==> src/logic/vagc_map.svh <==
// register offsets, field positions, reset values and timing figures of the video gain/offset control
`ifndef VAGC_MAP_SVH
`define VAGC_MAP_SVH
`define VAGC_A_INCFG 8'h05
`define VAGC_A_GAIN0 8'h06
`define VAGC_A_GAIN1 8'h07
`define VAGC_A_GAIN2 8'h08
`define VAGC_A_OFF0 8'h09
`define VAGC_A_OFF1 8'h0a
`define VAGC_A_OFF2 8'h0b
`define VAGC_A_FINE 8'h0c
`define VAGC_A_FILT 8'h0d
`define VAGC_A_LTA 8'h0e
`define VAGC_A_LTB 8'h0f
`define VAGC_A_PHASE 8'h10
`define VAGC_A_EXTCLP 8'h13
`define VAGC_A_STA 8'h14
`define VAGC_A_STB 8'h15
`define VAGC_A_SERVO 8'h17
`define VAGC_A_STATUS 8'h1c
`define VAGC_A_DAC0 8'h1d
`define VAGC_A_DAC1 8'h1e
`define VAGC_A_DAC2 8'h1f
`define VAGC_B_YUV 2
`define VAGC_B_COAST_CLP 5
`define VAGC_B_SERVO_OFF 0
`define VAGC_B_RANGE 0
`define VAGC_R_GAIN 8'h55
`define VAGC_R_OFF 8'h80
`define VAGC_R_FILT 8'h0e
`define VAGC_R_ZERO 8'h00
`define VAGC_R_STA 8'h08
`define VAGC_R_LTA 8'h20
`define VAGC_R_LTB 8'h03
`define VAGC_R_DAC 10'h200
`define VAGC_DAC_MAX 10'h3ff
`define VAGC_CHROMA_BLACK 8'h80
`define VAGC_PIX_SHIFT_BASE 3
`define VAGC_CLK_MHZ 250
`define VAGC_GAIN_TMO_MS 100
`endif

==> src/logic/vagc_pkg.sv <==
// types shared by the video gain/offset control
package vagc_pkg;
	typedef enum logic [1:0] {SV_IDLE, SV_DELAY, SV_SAMPLE, SV_UPDATE} vagc_state_t;
	typedef struct packed {
		logic valid;
		logic [2:0][7:0] data;
	} vagc_pix_t;
	typedef struct packed {
		logic [2:0] bw_sel;
		logic [3:0] peak_sel;
		logic dac_half_range;
		logic [15:0] line_total_pixels;
		logic [5:0] phase;
	} vagc_analog_t;
endpackage : vagc_pkg

==> src/logic/vagc_top.sv <==
// gain, filter, offset dac, black level servo and pixel clock setup of a triple video digitizer
// Behaviour
// - amplifier gain is 0.5 plus code over 170; unity at code 0x55.
// - a written gain code reaches the amplifier at the next clamp event or at the gain timeout.
// - lacking clamp events, a pending gain is applied after at most 100ms.
// - filter bits 3..1 pick one of eight bandwidths; bit 0 ignored.
// - filter bits 7..4 pick the peaking zero; zero disables peaking.
// - with servo active, offset registers add a digital offset to converter output.
// - servo disabled hands the dac to firmware: offset register plus two fine bits.
// - range bit halves the dac span, in both servo and manual modes.
// - manual offset step follows range bit; servo mode offset step is one LSB.
// - servo runs once per line after the sync trailing edge when enabled.
// - coast-clamp bit clear blocks servo triggering while the clock loop coasts.
// - servo waits the start-pixel count after the sync trailing edge.
// - servo averages a selected number of pixels and accumulates the result.
// - accumulator averages over a selected line count and steers the 10-bit dac.
// - pixel clock equals line rate times the two-register line total.
// - sampling point is one of 64 phase steps from the phase register.
// - three parallel 8-bit sample channels are delivered.
// - offset 0x80 gives black code 0x00; chroma in component mode gives 0x80.
// - each colour channel has its own 8-bit gain register.
//
// The address-and-strobe port was left to the implementer.
`include "vagc_map.svh"
`timescale 1ns/10ps
`default_nettype none
module vagc_top #(
	parameter int unsigned GAIN_TMO_CYC = `VAGC_GAIN_TMO_MS * 1000 * `VAGC_CLK_MHZ,
	parameter int unsigned TMO_W = $clog2(GAIN_TMO_CYC + 1)
) (
	input wire logic clock,
	input wire logic sys_rst,
	input wire logic [7:0] reg_addr,
	input wire logic [7:0] reg_wdata,
	input wire logic reg_wr,
	input wire logic reg_rd,
	output logic [7:0] reg_rdata,
	input wire logic hsync_in,
	input wire logic coast_in,
	input wire logic ext_clamp_in,
	input wire vagc_pkg::vagc_pix_t adc_in,
	output vagc_pkg::vagc_pix_t pix_out,
	output logic [2:0][7:0] gain_code_value,
	output logic [2:0][9:0] offset_dac,
	output vagc_pkg::vagc_analog_t analog_cfg
);
	// register file
	logic [2:0][7:0] gain_r, gain_nxt, off_r, off_nxt;
	logic [7:0] fine_r, fine_nxt, filt_r, filt_nxt, lta_r, lta_nxt, ltb_r, ltb_nxt;
	logic [7:0] phase_r, phase_nxt, incfg_r, incfg_nxt, extclp_r, extclp_nxt;
	logic [7:0] sta_r, sta_nxt, stb_r, stb_nxt, servo_r, servo_nxt, rdata_r, rdata_nxt;
	logic gpend_r, gpend_nxt;
	logic apply;
	logic servo_on, coasting, clamp_evt;
	vagc_pkg::vagc_state_t st_r, st_nxt;
	logic [2:0][9:0] dac_r;

	always_comb begin
		gain_nxt = gain_r;
		off_nxt = off_r;
		fine_nxt = fine_r;
		filt_nxt = filt_r;
		lta_nxt = lta_r;
		ltb_nxt = ltb_r;
		phase_nxt = phase_r;
		incfg_nxt = incfg_r;
		extclp_nxt = extclp_r;
		sta_nxt = sta_r;
		stb_nxt = stb_r;
		servo_nxt = servo_r;
		gpend_nxt = gpend_r & ~apply;
		if (reg_wr) begin
			unique case (reg_addr)
				`VAGC_A_INCFG: incfg_nxt = reg_wdata;
				`VAGC_A_GAIN0: gain_nxt[0] = reg_wdata;
				`VAGC_A_GAIN1: gain_nxt[1] = reg_wdata;
				`VAGC_A_GAIN2: gain_nxt[2] = reg_wdata;
				`VAGC_A_OFF0: off_nxt[0] = reg_wdata;
				`VAGC_A_OFF1: off_nxt[1] = reg_wdata;
				`VAGC_A_OFF2: off_nxt[2] = reg_wdata;
				`VAGC_A_FINE: fine_nxt = reg_wdata;
				`VAGC_A_FILT: filt_nxt = reg_wdata;
				`VAGC_A_LTA: lta_nxt = reg_wdata;
				`VAGC_A_LTB: ltb_nxt = reg_wdata;
				`VAGC_A_PHASE: phase_nxt = reg_wdata;
				`VAGC_A_EXTCLP: extclp_nxt = reg_wdata;
				`VAGC_A_STA: sta_nxt = reg_wdata;
				`VAGC_A_STB: stb_nxt = reg_wdata;
				`VAGC_A_SERVO: servo_nxt = reg_wdata;
				default: ;
			endcase
			// a write in the apply cycle stays pending: set wins
			if (reg_addr == `VAGC_A_GAIN0 || reg_addr == `VAGC_A_GAIN1 || reg_addr == `VAGC_A_GAIN2) begin
				gpend_nxt = 1'b1;
			end
		end
		rdata_nxt = 8'h00;
		if (reg_rd) begin
			unique case (reg_addr)
				`VAGC_A_INCFG: rdata_nxt = incfg_r;
				`VAGC_A_GAIN0: rdata_nxt = gain_r[0];
				`VAGC_A_GAIN1: rdata_nxt = gain_r[1];
				`VAGC_A_GAIN2: rdata_nxt = gain_r[2];
				`VAGC_A_OFF0: rdata_nxt = off_r[0];
				`VAGC_A_OFF1: rdata_nxt = off_r[1];
				`VAGC_A_OFF2: rdata_nxt = off_r[2];
				`VAGC_A_FINE: rdata_nxt = fine_r;
				`VAGC_A_FILT: rdata_nxt = filt_r;
				`VAGC_A_LTA: rdata_nxt = lta_r;
				`VAGC_A_LTB: rdata_nxt = ltb_r;
				`VAGC_A_PHASE: rdata_nxt = phase_r;
				`VAGC_A_EXTCLP: rdata_nxt = extclp_r;
				`VAGC_A_STA: rdata_nxt = sta_r;
				`VAGC_A_STB: rdata_nxt = stb_r;
				`VAGC_A_SERVO: rdata_nxt = servo_r;
				`VAGC_A_STATUS: rdata_nxt = {4'h0, gpend_r, coasting, st_r != vagc_pkg::SV_IDLE, servo_on};
				`VAGC_A_DAC0: rdata_nxt = dac_r[0][9:2];
				`VAGC_A_DAC1: rdata_nxt = dac_r[1][9:2];
				`VAGC_A_DAC2: rdata_nxt = dac_r[2][9:2];
				default: rdata_nxt = 8'h00;
			endcase
		end
	end

	always_ff @(posedge clock or posedge sys_rst) begin
		if (sys_rst) begin
			gain_r <= {3{`VAGC_R_GAIN}};
			off_r <= {3{`VAGC_R_OFF}};
			fine_r <= `VAGC_R_ZERO;
			filt_r <= `VAGC_R_FILT;
			lta_r <= `VAGC_R_LTA;
			ltb_r <= `VAGC_R_LTB;
			phase_r <= `VAGC_R_ZERO;
			incfg_r <= `VAGC_R_ZERO;
			extclp_r <= `VAGC_R_ZERO;
			sta_r <= `VAGC_R_STA;
			stb_r <= `VAGC_R_ZERO;
			servo_r <= `VAGC_R_ZERO;
			rdata_r <= 8'h00;
			gpend_r <= 1'b0;
		end else begin
			gain_r <= gain_nxt;
			off_r <= off_nxt;
			fine_r <= fine_nxt;
			filt_r <= filt_nxt;
			lta_r <= lta_nxt;
			ltb_r <= ltb_nxt;
			phase_r <= phase_nxt;
			incfg_r <= incfg_nxt;
			extclp_r <= extclp_nxt;
			sta_r <= sta_nxt;
			stb_r <= stb_nxt;
			servo_r <= servo_nxt;
			rdata_r <= rdata_nxt;
			gpend_r <= gpend_nxt;
		end
	end
	assign reg_rdata = rdata_r;
	assign servo_on = ~servo_r[`VAGC_B_SERVO_OFF];

	// pin synchronisers: stage 1 feeds stage 2 only
	logic [2:0] sy1_r, sy2_r;
	logic hs_d_r, xc_d_r;
	always_ff @(posedge clock or posedge sys_rst) begin
		if (sys_rst) begin
			sy1_r <= 3'h0;
			sy2_r <= 3'h0;
			hs_d_r <= 1'b0;
			xc_d_r <= 1'b0;
		end else begin
			sy1_r <= {ext_clamp_in, coast_in, hsync_in};
			sy2_r <= sy1_r;
			hs_d_r <= sy2_r[0];
			xc_d_r <= sy2_r[2];
		end
	end
	logic hs_trail, ext_clamp_mode, trigger;
	assign coasting = sy2_r[1];
	assign hs_trail = hs_d_r & ~sy2_r[0];
	assign ext_clamp_mode = extclp_r[5:4] != 2'h0;
	assign trigger = hs_trail & (incfg_r[`VAGC_B_COAST_CLP] | ~coasting);

	// black level servo sequencer
	logic [15:0] cnt_r, cnt_nxt, start_cnt;
	logic [6:0] npix;
	logic [2:0][13:0] sum_r, sum_nxt;
	logic [2:0][15:0] acc_r, acc_nxt;
	logic [6:0] lines_r, lines_nxt;
	logic [2:0][9:0] dac_nxt;
	logic [2:0] shift;
	assign start_cnt = {stb_r, sta_r};
	assign shift = 3'(`VAGC_PIX_SHIFT_BASE) + {1'b0, servo_r[3:2]};
	assign npix = 7'(7'h01 << shift);

	always_comb begin
		st_nxt = st_r;
		cnt_nxt = cnt_r;
		sum_nxt = sum_r;
		acc_nxt = acc_r;
		lines_nxt = lines_r;
		dac_nxt = dac_r;
		unique case (st_r)
			vagc_pkg::SV_IDLE: begin
				if (trigger) begin
					st_nxt = vagc_pkg::SV_DELAY;
					cnt_nxt = 16'h0000;
				end
			end
			vagc_pkg::SV_DELAY: begin
				if (cnt_r >= start_cnt) begin
					st_nxt = vagc_pkg::SV_SAMPLE;
					cnt_nxt = 16'h0000;
					sum_nxt = '0;
				end else if (adc_in.valid) begin
					cnt_nxt = cnt_r + 16'h0001;
				end
			end
			vagc_pkg::SV_SAMPLE: begin
				if (cnt_r[6:0] == npix) begin
					st_nxt = vagc_pkg::SV_UPDATE;
				end else if (adc_in.valid) begin
					cnt_nxt = cnt_r + 16'h0001;
					for (int c = 0; c < 3; c++) begin
						sum_nxt[c] = sum_r[c] + {6'h00, adc_in.data[c]};
					end
				end
			end
			vagc_pkg::SV_UPDATE: begin
				st_nxt = vagc_pkg::SV_IDLE;
				for (int c = 0; c < 3; c++) begin
					acc_nxt[c] = acc_r[c] + 16'(signed'({2'b00, 8'(sum_r[c] >> shift)})
						- signed'({2'b00, (incfg_r[`VAGC_B_YUV] && c != 1) ? `VAGC_CHROMA_BLACK : 8'h00}));
				end
				lines_nxt = lines_r + 7'h01;
				if (lines_r == 7'(7'h7f >> (3'h7 - servo_r[6:4]))) begin
					lines_nxt = 7'h00;
					for (int c = 0; c < 3; c++) begin
						// quarter-lsb steps keep brightness changes invisible
						if ($signed(acc_nxt[c]) > 0 && dac_r[c] != 10'h000) begin
							dac_nxt[c] = dac_r[c] - 10'h001;
						end else if ($signed(acc_nxt[c]) < 0 && dac_r[c] != `VAGC_DAC_MAX) begin
							dac_nxt[c] = dac_r[c] + 10'h001;
						end
						// cleared only after the sign has steered the step
						acc_nxt[c] = 16'h0000;
					end
				end
				if (!servo_on) begin
					acc_nxt = acc_r;
					lines_nxt = lines_r;
					dac_nxt = dac_r;
				end
			end
		endcase
	end

	always_ff @(posedge clock or posedge sys_rst) begin
		if (sys_rst) begin
			st_r <= vagc_pkg::SV_IDLE;
			cnt_r <= 16'h0000;
			sum_r <= '0;
			acc_r <= '0;
			lines_r <= 7'h00;
			dac_r <= {3{`VAGC_R_DAC}};
		end else begin
			st_r <= st_nxt;
			cnt_r <= cnt_nxt;
			sum_r <= sum_nxt;
			acc_r <= acc_nxt;
			lines_r <= lines_nxt;
			dac_r <= dac_nxt;
		end
	end
	// internal clamp marks the end of the start delay; external clamp pin otherwise
	assign clamp_evt = ext_clamp_mode ? (sy2_r[2] & ~xc_d_r)
		: (st_r == vagc_pkg::SV_DELAY && st_nxt == vagc_pkg::SV_SAMPLE);

	// gain update: clamp event or timeout
	logic [TMO_W-1:0] tmo_r, tmo_nxt;
	logic [2:0][7:0] gout_r, gout_nxt;
	logic tmo_hit;
	assign tmo_hit = tmo_r == TMO_W'(GAIN_TMO_CYC - 1);
	assign apply = gpend_r & (clamp_evt | tmo_hit);
	always_comb begin
		tmo_nxt = (gpend_r && !apply) ? tmo_r + TMO_W'(1) : '0;
		// code passed unchanged; amplifier maps it
		gout_nxt = apply ? gain_r : gout_r;
	end
	always_ff @(posedge clock or posedge sys_rst) begin
		if (sys_rst) begin
			tmo_r <= '0;
			gout_r <= {3{`VAGC_R_GAIN}};
		end else begin
			tmo_r <= tmo_nxt;
			gout_r <= gout_nxt;
		end
	end
	assign gain_code_value = gout_r;

	// offset dac source and digital offset on the sample path
	vagc_pkg::vagc_pix_t pix_r, pix_nxt;
	logic [2:0][9:0] sum_off;
	genvar g;
	generate
		for (g = 0; g < 3; g++) begin : g_ch
			assign offset_dac[g] = servo_on ? dac_r[g] : {off_r[g], fine_r[7-2*g -: 2]};
			assign sum_off[g] = {2'b00, adc_in.data[g]} + {2'b00, off_r[g]} - 10'h080;
		end
	endgenerate
	always_comb begin
		pix_nxt.valid = adc_in.valid;
		for (int c = 0; c < 3; c++) begin
			if (!servo_on) begin
				pix_nxt.data[c] = adc_in.data[c];
			end else if (sum_off[c][9]) begin
				pix_nxt.data[c] = 8'h00;
			end else if (sum_off[c][8]) begin
				pix_nxt.data[c] = 8'hff;
			end else begin
				pix_nxt.data[c] = sum_off[c][7:0];
			end
		end
	end
	always_ff @(posedge clock or posedge sys_rst) begin
		if (sys_rst) begin
			pix_r <= '0;
		end else begin
			pix_r <= pix_nxt;
		end
	end
	assign pix_out = pix_r;

	assign analog_cfg.bw_sel = filt_r[3:1];
	assign analog_cfg.peak_sel = filt_r[7:4];
	assign analog_cfg.dac_half_range = fine_r[`VAGC_B_RANGE];
	assign analog_cfg.line_total_pixels = {ltb_r, lta_r};
	assign analog_cfg.phase = phase_r[5:0];
endmodule : vagc_top
`default_nettype wire

==> config.mk <==
export PLATFORM = sky130hd
export DESIGN_NAME = vagc_top
export DESIGN_NICKNAME = d
export VERILOG_FILES = /design/src/logic/vagc_pkg.sv /design/src/logic/vagc_top.sv
export VERILOG_INCLUDE_DIRS = /design/src /design/src/logic
export SDC_FILE = /design/constraint.sdc
export NUM_CORES = 1
export LEC_CHECK = 0
export ABC_CLOCK_PERIOD_IN_PS = 29300
export BUFFER_PORTS_ARGS = -buffer_cell sky130_fd_sc_hd__buf_2
export CAP_MARGIN = 30
export CORE_MARGIN = 5
export CORE_UTILIZATION = 36
export CTS_CLUSTER_DIAMETER = 40
export DETAILED_ROUTE_END_ITERATION = 6
export GPL_TIMING_DRIVEN = 0
export REMOVE_ABC_BUFFERS = 1
export SKIP_CTS_REPAIR_TIMING = 1
export SYNTH_ARGS = -nofsm -noshare
export SYNTH_HDL_FRONTEND = slang
export SYNTH_SLANG_ARGS = --single-unit
==> constraint.sdc <==
create_clock -name clock -period 29.3 [get_ports clock]
set_clock_uncertainty 0.15 [all_clocks]
set_input_delay 1.465 -clock clock [delete_from_list [all_inputs] [get_ports clock]]
set_output_delay 1.465 -clock clock [all_outputs]
set_load 0.02 [all_outputs]
### Word level (Yosys, flattened, before mapping)

Cells that the tools add are included.

* equal/unequal tests: 34
* shift-type cells: 5
* $add $sub $neg: 25
* order comparisons: 7
* reductions and logical operators: 44
* mux-type cells: 40
* bitwise gates (word level): 12

Operators by type and width (count)
* case mux 8 bit (20 select lines): 1
* 2-to-1 mux 42 bit: 3
* 2-to-1 mux 10 bit: 9
* 2-to-1 mux 8 bit: 11
* case mux 42 bit (2 select lines): 1
* == test 8 x 5 -> 1 bit, second input constant: 9
* == test 8 x 4 -> 1 bit, second input constant: 8
* 2-to-1 mux 16 bit: 4
* greater-than comparator 16 x 1 -> 1 bit, second input constant: 3
* < comparator 16 x 1 -> 1 bit, second input constant: 3
* 2-to-1 mux 48 bit: 1
* case mux 16 bit (3 select lines): 1
* adder 14 x 8 -> 14 bit: 3
* right shift 14 x 3 -> 8 bit: 3
* AND reduction 2 bit: 17
* adder 16 bit: 2
* adder 10 x 1 -> 10 bit, second input constant: 3
* != test 10 bit, second input constant: 3
* nonzero test 10 bit: 3
* subtractor 10 x 1 -> 10 bit, second input constant: 3
* subtractor 9 x 8 -> 10 bit, second input constant: 3
* adder 8 x 8 -> 9 bit: 3
* adder 25 x 1 -> 25 bit, second input constant: 1
* == test 25 bit, second input constant: 1
* 30 further kinds: 68

* logic and storage cells: 209
* bits in registers: 364

### Depth between registers and ports, before layout

* word-level depth: 14
* depth in mapped cells: 27
* depth with buffers taken out: 25

### Worst setup path before layout

Ideal clock, no wire load.

* path kind: register to register
* start point: reg servo_r[2]
* end point: reg dac_r[19] in the netlist's numbering
* path buffers: 2
* required time: 29.075 ns
* arrival: 6.389 ns
* path slack: 22.686 ns
* stages on the path, launching flop included: 26
* cell sequence: dfrtp_1 buf_1 clkbuf_1 mux4_2 ha_1 fa_1 a21o_1 a21oi_2 o21ai_2 and2_4 o31a_1 or4b_1 or4_4 nand3_2 inv_1 ha_1 a21o_1 a21oi_1 o21bai_1 a21oi_1 o21ai_0 a21o_1 a21oi_1 nand4_1 a21oi_1 xor2_1

* cells in the longest elaborated chain, start to end: 7

RTL lines
* from (decl): RTL line vagc_top.sv:51 `logic [7:0] sta_r, sta_nxt, stb_r, stb_nxt, servo_r, servo_nxt, rdata_r, rdata_nxt;`
* from (signal assigned): RTL line vagc_top.sv:138 `` servo_r <= `VAGC_R_ZERO; ``
* from (signal assigned): RTL line vagc_top.sv:153 `servo_r <= servo_nxt;`
* adder 2 x 2 -> 3 bit *: RTL line vagc_top.sv:192 `` assign shift = 3'(`VAGC_PIX_SHIFT_BASE) + {1'b0, servo_r[3:2]}; ``
* right shift 14 x 3 -> 8 bit *: RTL line vagc_top.sv:231 `acc_nxt[c] = acc_r[c] + 16'(signed'({2'b00, 8'(sum_r[c] >> shift)})`
* adder 16 x 8 -> 16 bit *: RTL line vagc_top.sv:231
* greater-than comparator 16 x 1 -> 1 bit or < comparator 16 x 1 -> 1 bit (tied branches): RTL line vagc_top.sv:239, vagc_top.sv:241
* logical AND 1 bit (on tied branches)
* nonzero test 2 bit (no source line)
* AND reduction 4 bit (no source line)
* to (signal assigned): RTL line vagc_top.sv:264 `` dac_r <= {3{`VAGC_R_DAC}}; ``
* to (signal assigned): RTL line vagc_top.sv:271 `dac_r <= dac_nxt;`
* to (decl): RTL line vagc_top.sv:56 `logic [2:0][9:0] dac_r;`

Mark *: on every way between the ends. The rest lies on a longest branch, timed or not.
A chain may end at the register's enable or synchronous reset.

### Final worst setup path

* start point: reg servo_r[3]
* end point: reg dac_r[9] in the netlist's numbering

* cells in the longest elaborated chain, start to end: 8

RTL lines (RTL line)
* adder 2 x 2 -> 3 bit *: vagc_top.sv:192
* right shift 14 x 3 -> 8 bit *: vagc_top.sv:231
* subtractor 8 x 8 -> 9 bit *: vagc_top.sv:231
* adder 16 bit *: vagc_top.sv:231
* greater-than comparator 16 x 1 -> 1 bit or < comparator 16 x 1 -> 1 bit (tied branches): vagc_top.sv:239, vagc_top.sv:241
* logical AND 1 bit (on tied branches)
* nonzero test 2 bit (no source line)
* AND reduction 4 bit (no source line)

Marked as above.

==> results.py <==
metrics = {
    "clock_tree": {
        "tritoncts": "built",
        "worst_setup_hold_path_clk_slew_ns": 0.06,
        "numCtsBuffers": 66,
        "clk_lat_worst_skew_ns": 0.62,
        "clkSinkCount": 364,
        "htree_num_levels": 3,
        "cts_root_buffer": "clkbuf_16",
        "clockBufferDepth": 3,
    },
    "layout": {
        "final_cell_count_no_fill": 3280,
        "final_cell_area_mm2": 0.0268,
        "nNetsFinal": 2587,
        "syn_to_final_growth_pct": 17.6,
        "antenna_cells": 0,
        "post_route_cells_drive_above_1_share_pct": 24.7,
    },
    "detailed_routing": {
        "first_iter_violations": 1422,
        "final_antenna_net_count": 0,
        "num_vias": 18200,
        "first_pass_iters": 6,
        "drt-total-wl_um": 68300,
        "drc": 0,
        "average_via_count_per_standard_cell": 5.55,
        "route.detailed.wl_per_inst_um": 20.8,
    },
    "place": {
        "gp_congestion": 0.914,
        "numPortBuffers": 164,
        "dp_hpwl_um": 49300,
        "placed_area_mm2": 0.0244,
        "post-place-cells": 3159,
    },
    "setup_path": {
        "largest_fanout_of_any_net_on_the_critical_path": 31,
        "worst_ep_required_time_ns": 29.70,
        "timing.reg2reg.setup_slack_ns": 22.11,
        "crit_path_end_kind": "flop",
        "critical_path_arrival_ns": 7.59,
        "cp-start-kind": "flop",
        "path_class": "flop to flop",
        "reg2reg_depth": 24,
    },
    "floorplan": {
        "ioPinCount": 165,
        "die-area_mm2": 0.0684,
        "die_w_um": 262,
        "die-height_um": 262,
        "floorplan.core_area_mm2": 0.0629,
        "initial_core_util_pct": 36.2,
        "std_cell_rows": 92,
    },
    "logic_synthesis": {
        "area_share_of_the_largest_cell_type_after_synthesis_pct": 35.9,
        "postSynthAreaPerCell_um2": 10.1,
        "netlist-cell-type-count": 97,
        "synth_sequential_area_ratio_pct": 40.2,
        "postSynthCellCount": 2246,
        "synth.largest_area_cell": "dfrtp_1",
        "post_synth_instance_area_mm2": 0.0228,
        "synth_ff_type": "dfrtp_1",
        "yosysWarningCount": 0,
        "synthTopCellsByArea": "dfrtp_1 36%, mux2_2 9.4%, ha_1 7.9%, dfstp_2 4.3%, nand2_1 4.1%",
        "synth-edff-count": 0,
        "post_synthesis_async_set_or_reset_flop_share_pct": 100,
        "ys_seq_elements": 364,
    },
    "sta": {
        "worst_slew_pin_slew_ns": 0.999,
        "maxSlewViolCount": 0,
        "maxSlewHeadroom_pct": 33.1,
        "final_hold_viol_count": 0,
        "fin_crit_sh_pct": 24.5,
        "min_period_ns": 7.19,
        "rsz0062_at_grt": "no",
        "setup_viol": 0,
        "holdWs_ns": 0.206,
        "fin_tns_setup_ns": 0,
        "max_freq_mhz": 139,
    },
    "global_route": {
        "grt_first_pass_wirelength_um": 107000,
        "antenna_found_initial": 0,
        "first_global_vias": 18500,
        "global_route.overflow_total": 0,
        "groute.usage.overall_pct": 19.8,
        "grt_max_degree": 130,
    },
    "run": {
        "max_capacitance_violation_count": 0,
    },
    "hold_path": {
        "worst_hold_path_depth": 0,
        "hold_crit_class": "flop to flop",
    },
    "run_status": {
        "run_status": "finished clean",
    },
    "power_and_ir_drop": {
        "post-layout-total-power_w": 0.00206,
        "power.static_leakage_nw": 12.4,
        "powerDensity_mw_per_mm2": 76.9,
        "worst_ir_drop_vdd_mv": 0.0490,
    },
}
-- cell usage after synthesis (28+ instances only) --
cell / instances
xnor2_1: 95
o21ai_0: 129
nand3_1: 39
nand4_1: 35
dfrtp_1: 327
a21oi_1: 96
xor2_1: 63
nor3_1: 35
inv_1: 78
ha_1: 144
a21o_1: 35
clkbuf_1: 73
dfstp_2: 37
o31ai_1: 42
nor2_1: 143
a22oi_1: 28
nand2_1: 247
mux2_2: 191
-- layout by cell type (no fill, tap or decap), types with 6 or more instances in the layout --
master | Yosys | final
dfrtp_1 | 327 | 325
nand2_1 | 247 | 247
mux2_2 | 191 | 191
buf_2 | 9 | 165
ha_1 | 144 | 144
nor2_1 | 143 | 142
o21ai_0 | 129 | 129
a21oi_1 | 96 | 96
xnor2_1 | 95 | 95
inv_1 | 78 | 77
clkbuf_16 | 0 | 66
xor2_1 | 63 | 63
o31ai_1 | 42 | 42
nand3_1 | 39 | 39
dfstp_2 | 37 | 37
a21o_1 | 35 | 35
nand4_1 | 35 | 35
nor3_1 | 35 | 33
a22oi_1 | 28 | 28
nor2b_1 | 27 | 26
a22o_1 | 24 | 24
a221oi_1 | 24 | 24
mux4_2 | 24 | 24
o21bai_1 | 22 | 22
and3_1 | 23 | 22
nand2b_1 | 20 | 19
a31oi_1 | 16 | 16
mux2_4 | 16 | 16
nor4_1 | 15 | 14
fa_1 | 12 | 12
o21a_1 | 11 | 11
or3_1 | 11 | 11
o22ai_1 | 10 | 10
bufinv_16 | 0 | 9
nand3b_1 | 8 | 8
inv_6 | 0 | 7
clkbuf_1 | 73 | 7
clkbuf_8 | 0 | 7
clkinvlp_4 | 0 | 7
and2_1 | 6 | 6
-- worst max-delay path: stages, from the launching register on --
cell	delay [ns]
dfrtp_1	0.96
buf_8	0.26
mux4_2	0.30
inv_1	0.09
ha_1	0.79
or3b_4	0.50
nor3_1	0.28
a41oi_1	0.08
a221oi_1	0.35
nand2_1	0.15
xor2_1	0.24
nand4b_4	0.15
o311ai_4	0.36
inv_1	0.25
ha_1	0.34
a21o_1	0.19
a21oi_1	0.23
o21ai_0	0.19
o21ai_0	0.23
nand2b_1	0.09
a21oi_1	0.26
o21a_1	0.21
nand4_1	0.10
o22ai_1	0.19
xor2_1	0.17
-- final cells by class --
cell class,count,area [um^2]
Fill cell,5995,36100
Clock buffer,80,1770
Multi-Input combinational cell,1693,12900
Sequential cell,364,9160
Timing Repair Buffer,179,1060
Inverter,79,304
Tap cell,846,1060
Clock inverter,39,561
-- report_power, final --
part	switching [W]	internal (W)	leakage (nW)
sequential	0.0000730	0.000561	4.84
combinational	0.000373	0.000248	6.47
clock	0.000286	0.000520	1.12
total	0.000732	0.00133	12.4
-- registers in the layout, summed over array words and instances (netlist names), 8 cells and up --
| name | flops |
|---|---|
| acc_r | 48 |
| sum_r | 42 |
| dac_r | 30 |
| pix_out | 25 |
| tmo_r | 25 |
| gain_code_value | 24 |
| gain_r | 24 |
| off_r | 24 |
| cnt_r | 16 |
| extclp_r | 8 |
| filt_r | 8 |
| fine_r | 8 |
| incfg_r | 8 |
| lta_r | 8 |
| ltb_r | 8 |
| phase_r | 8 |
| reg_rdata | 8 |
| servo_r | 8 |
| sta_r | 8 |
| stb_r | 8 |
-- per-layer routing --
metal,GRT usage [%],vias to the layer above,routed length (um)
li1,-,8429,-
met2,32.1,600,31800
met3,3.26,131,4030
met4,6.42,0,1850
met5,0,-,0
met1,27.2,9033,30600
-- path summary, 6_finish.rpt --
path | end | start
max | dac_r[9] | servo_r[3]
min | sy2_r[1] | sy1_r[1]
max reg2reg | dac_r[9] | servo_r[3]
min reg2reg | sy2_r[1] | sy1_r[1]
max in group asynchronous | cnt_r[6] | sys_rst
min in group asynchronous | pix_out[15] | sys_rst
-- cell families (layout without fill, tap and decap cells) --
kind of cell	after synthesis	count (layout)	share of synthesized area (%)
DFF	364	364	40.2
AOI/OAI and AO/OA	498	498	14.6
muxes	237	237	13.2
and+or+nand+nor	643	643	13.5
buffers and inverters	189	377	3.44
xor gates and xnor gates	159	159	6.15
adders and majority gates	156	156	8.97
-- stage by stage --
stage	worst slack, ns	util, %
after floorplan	17.64	-
after global placement	13.28	38.4
after detailed placement	22.25	38.9
after CTS	22.24	42.6
after global routing	21.47	42.6
final	22.11	42.6
Note: power is estimated with default switching activity, not from simulation.
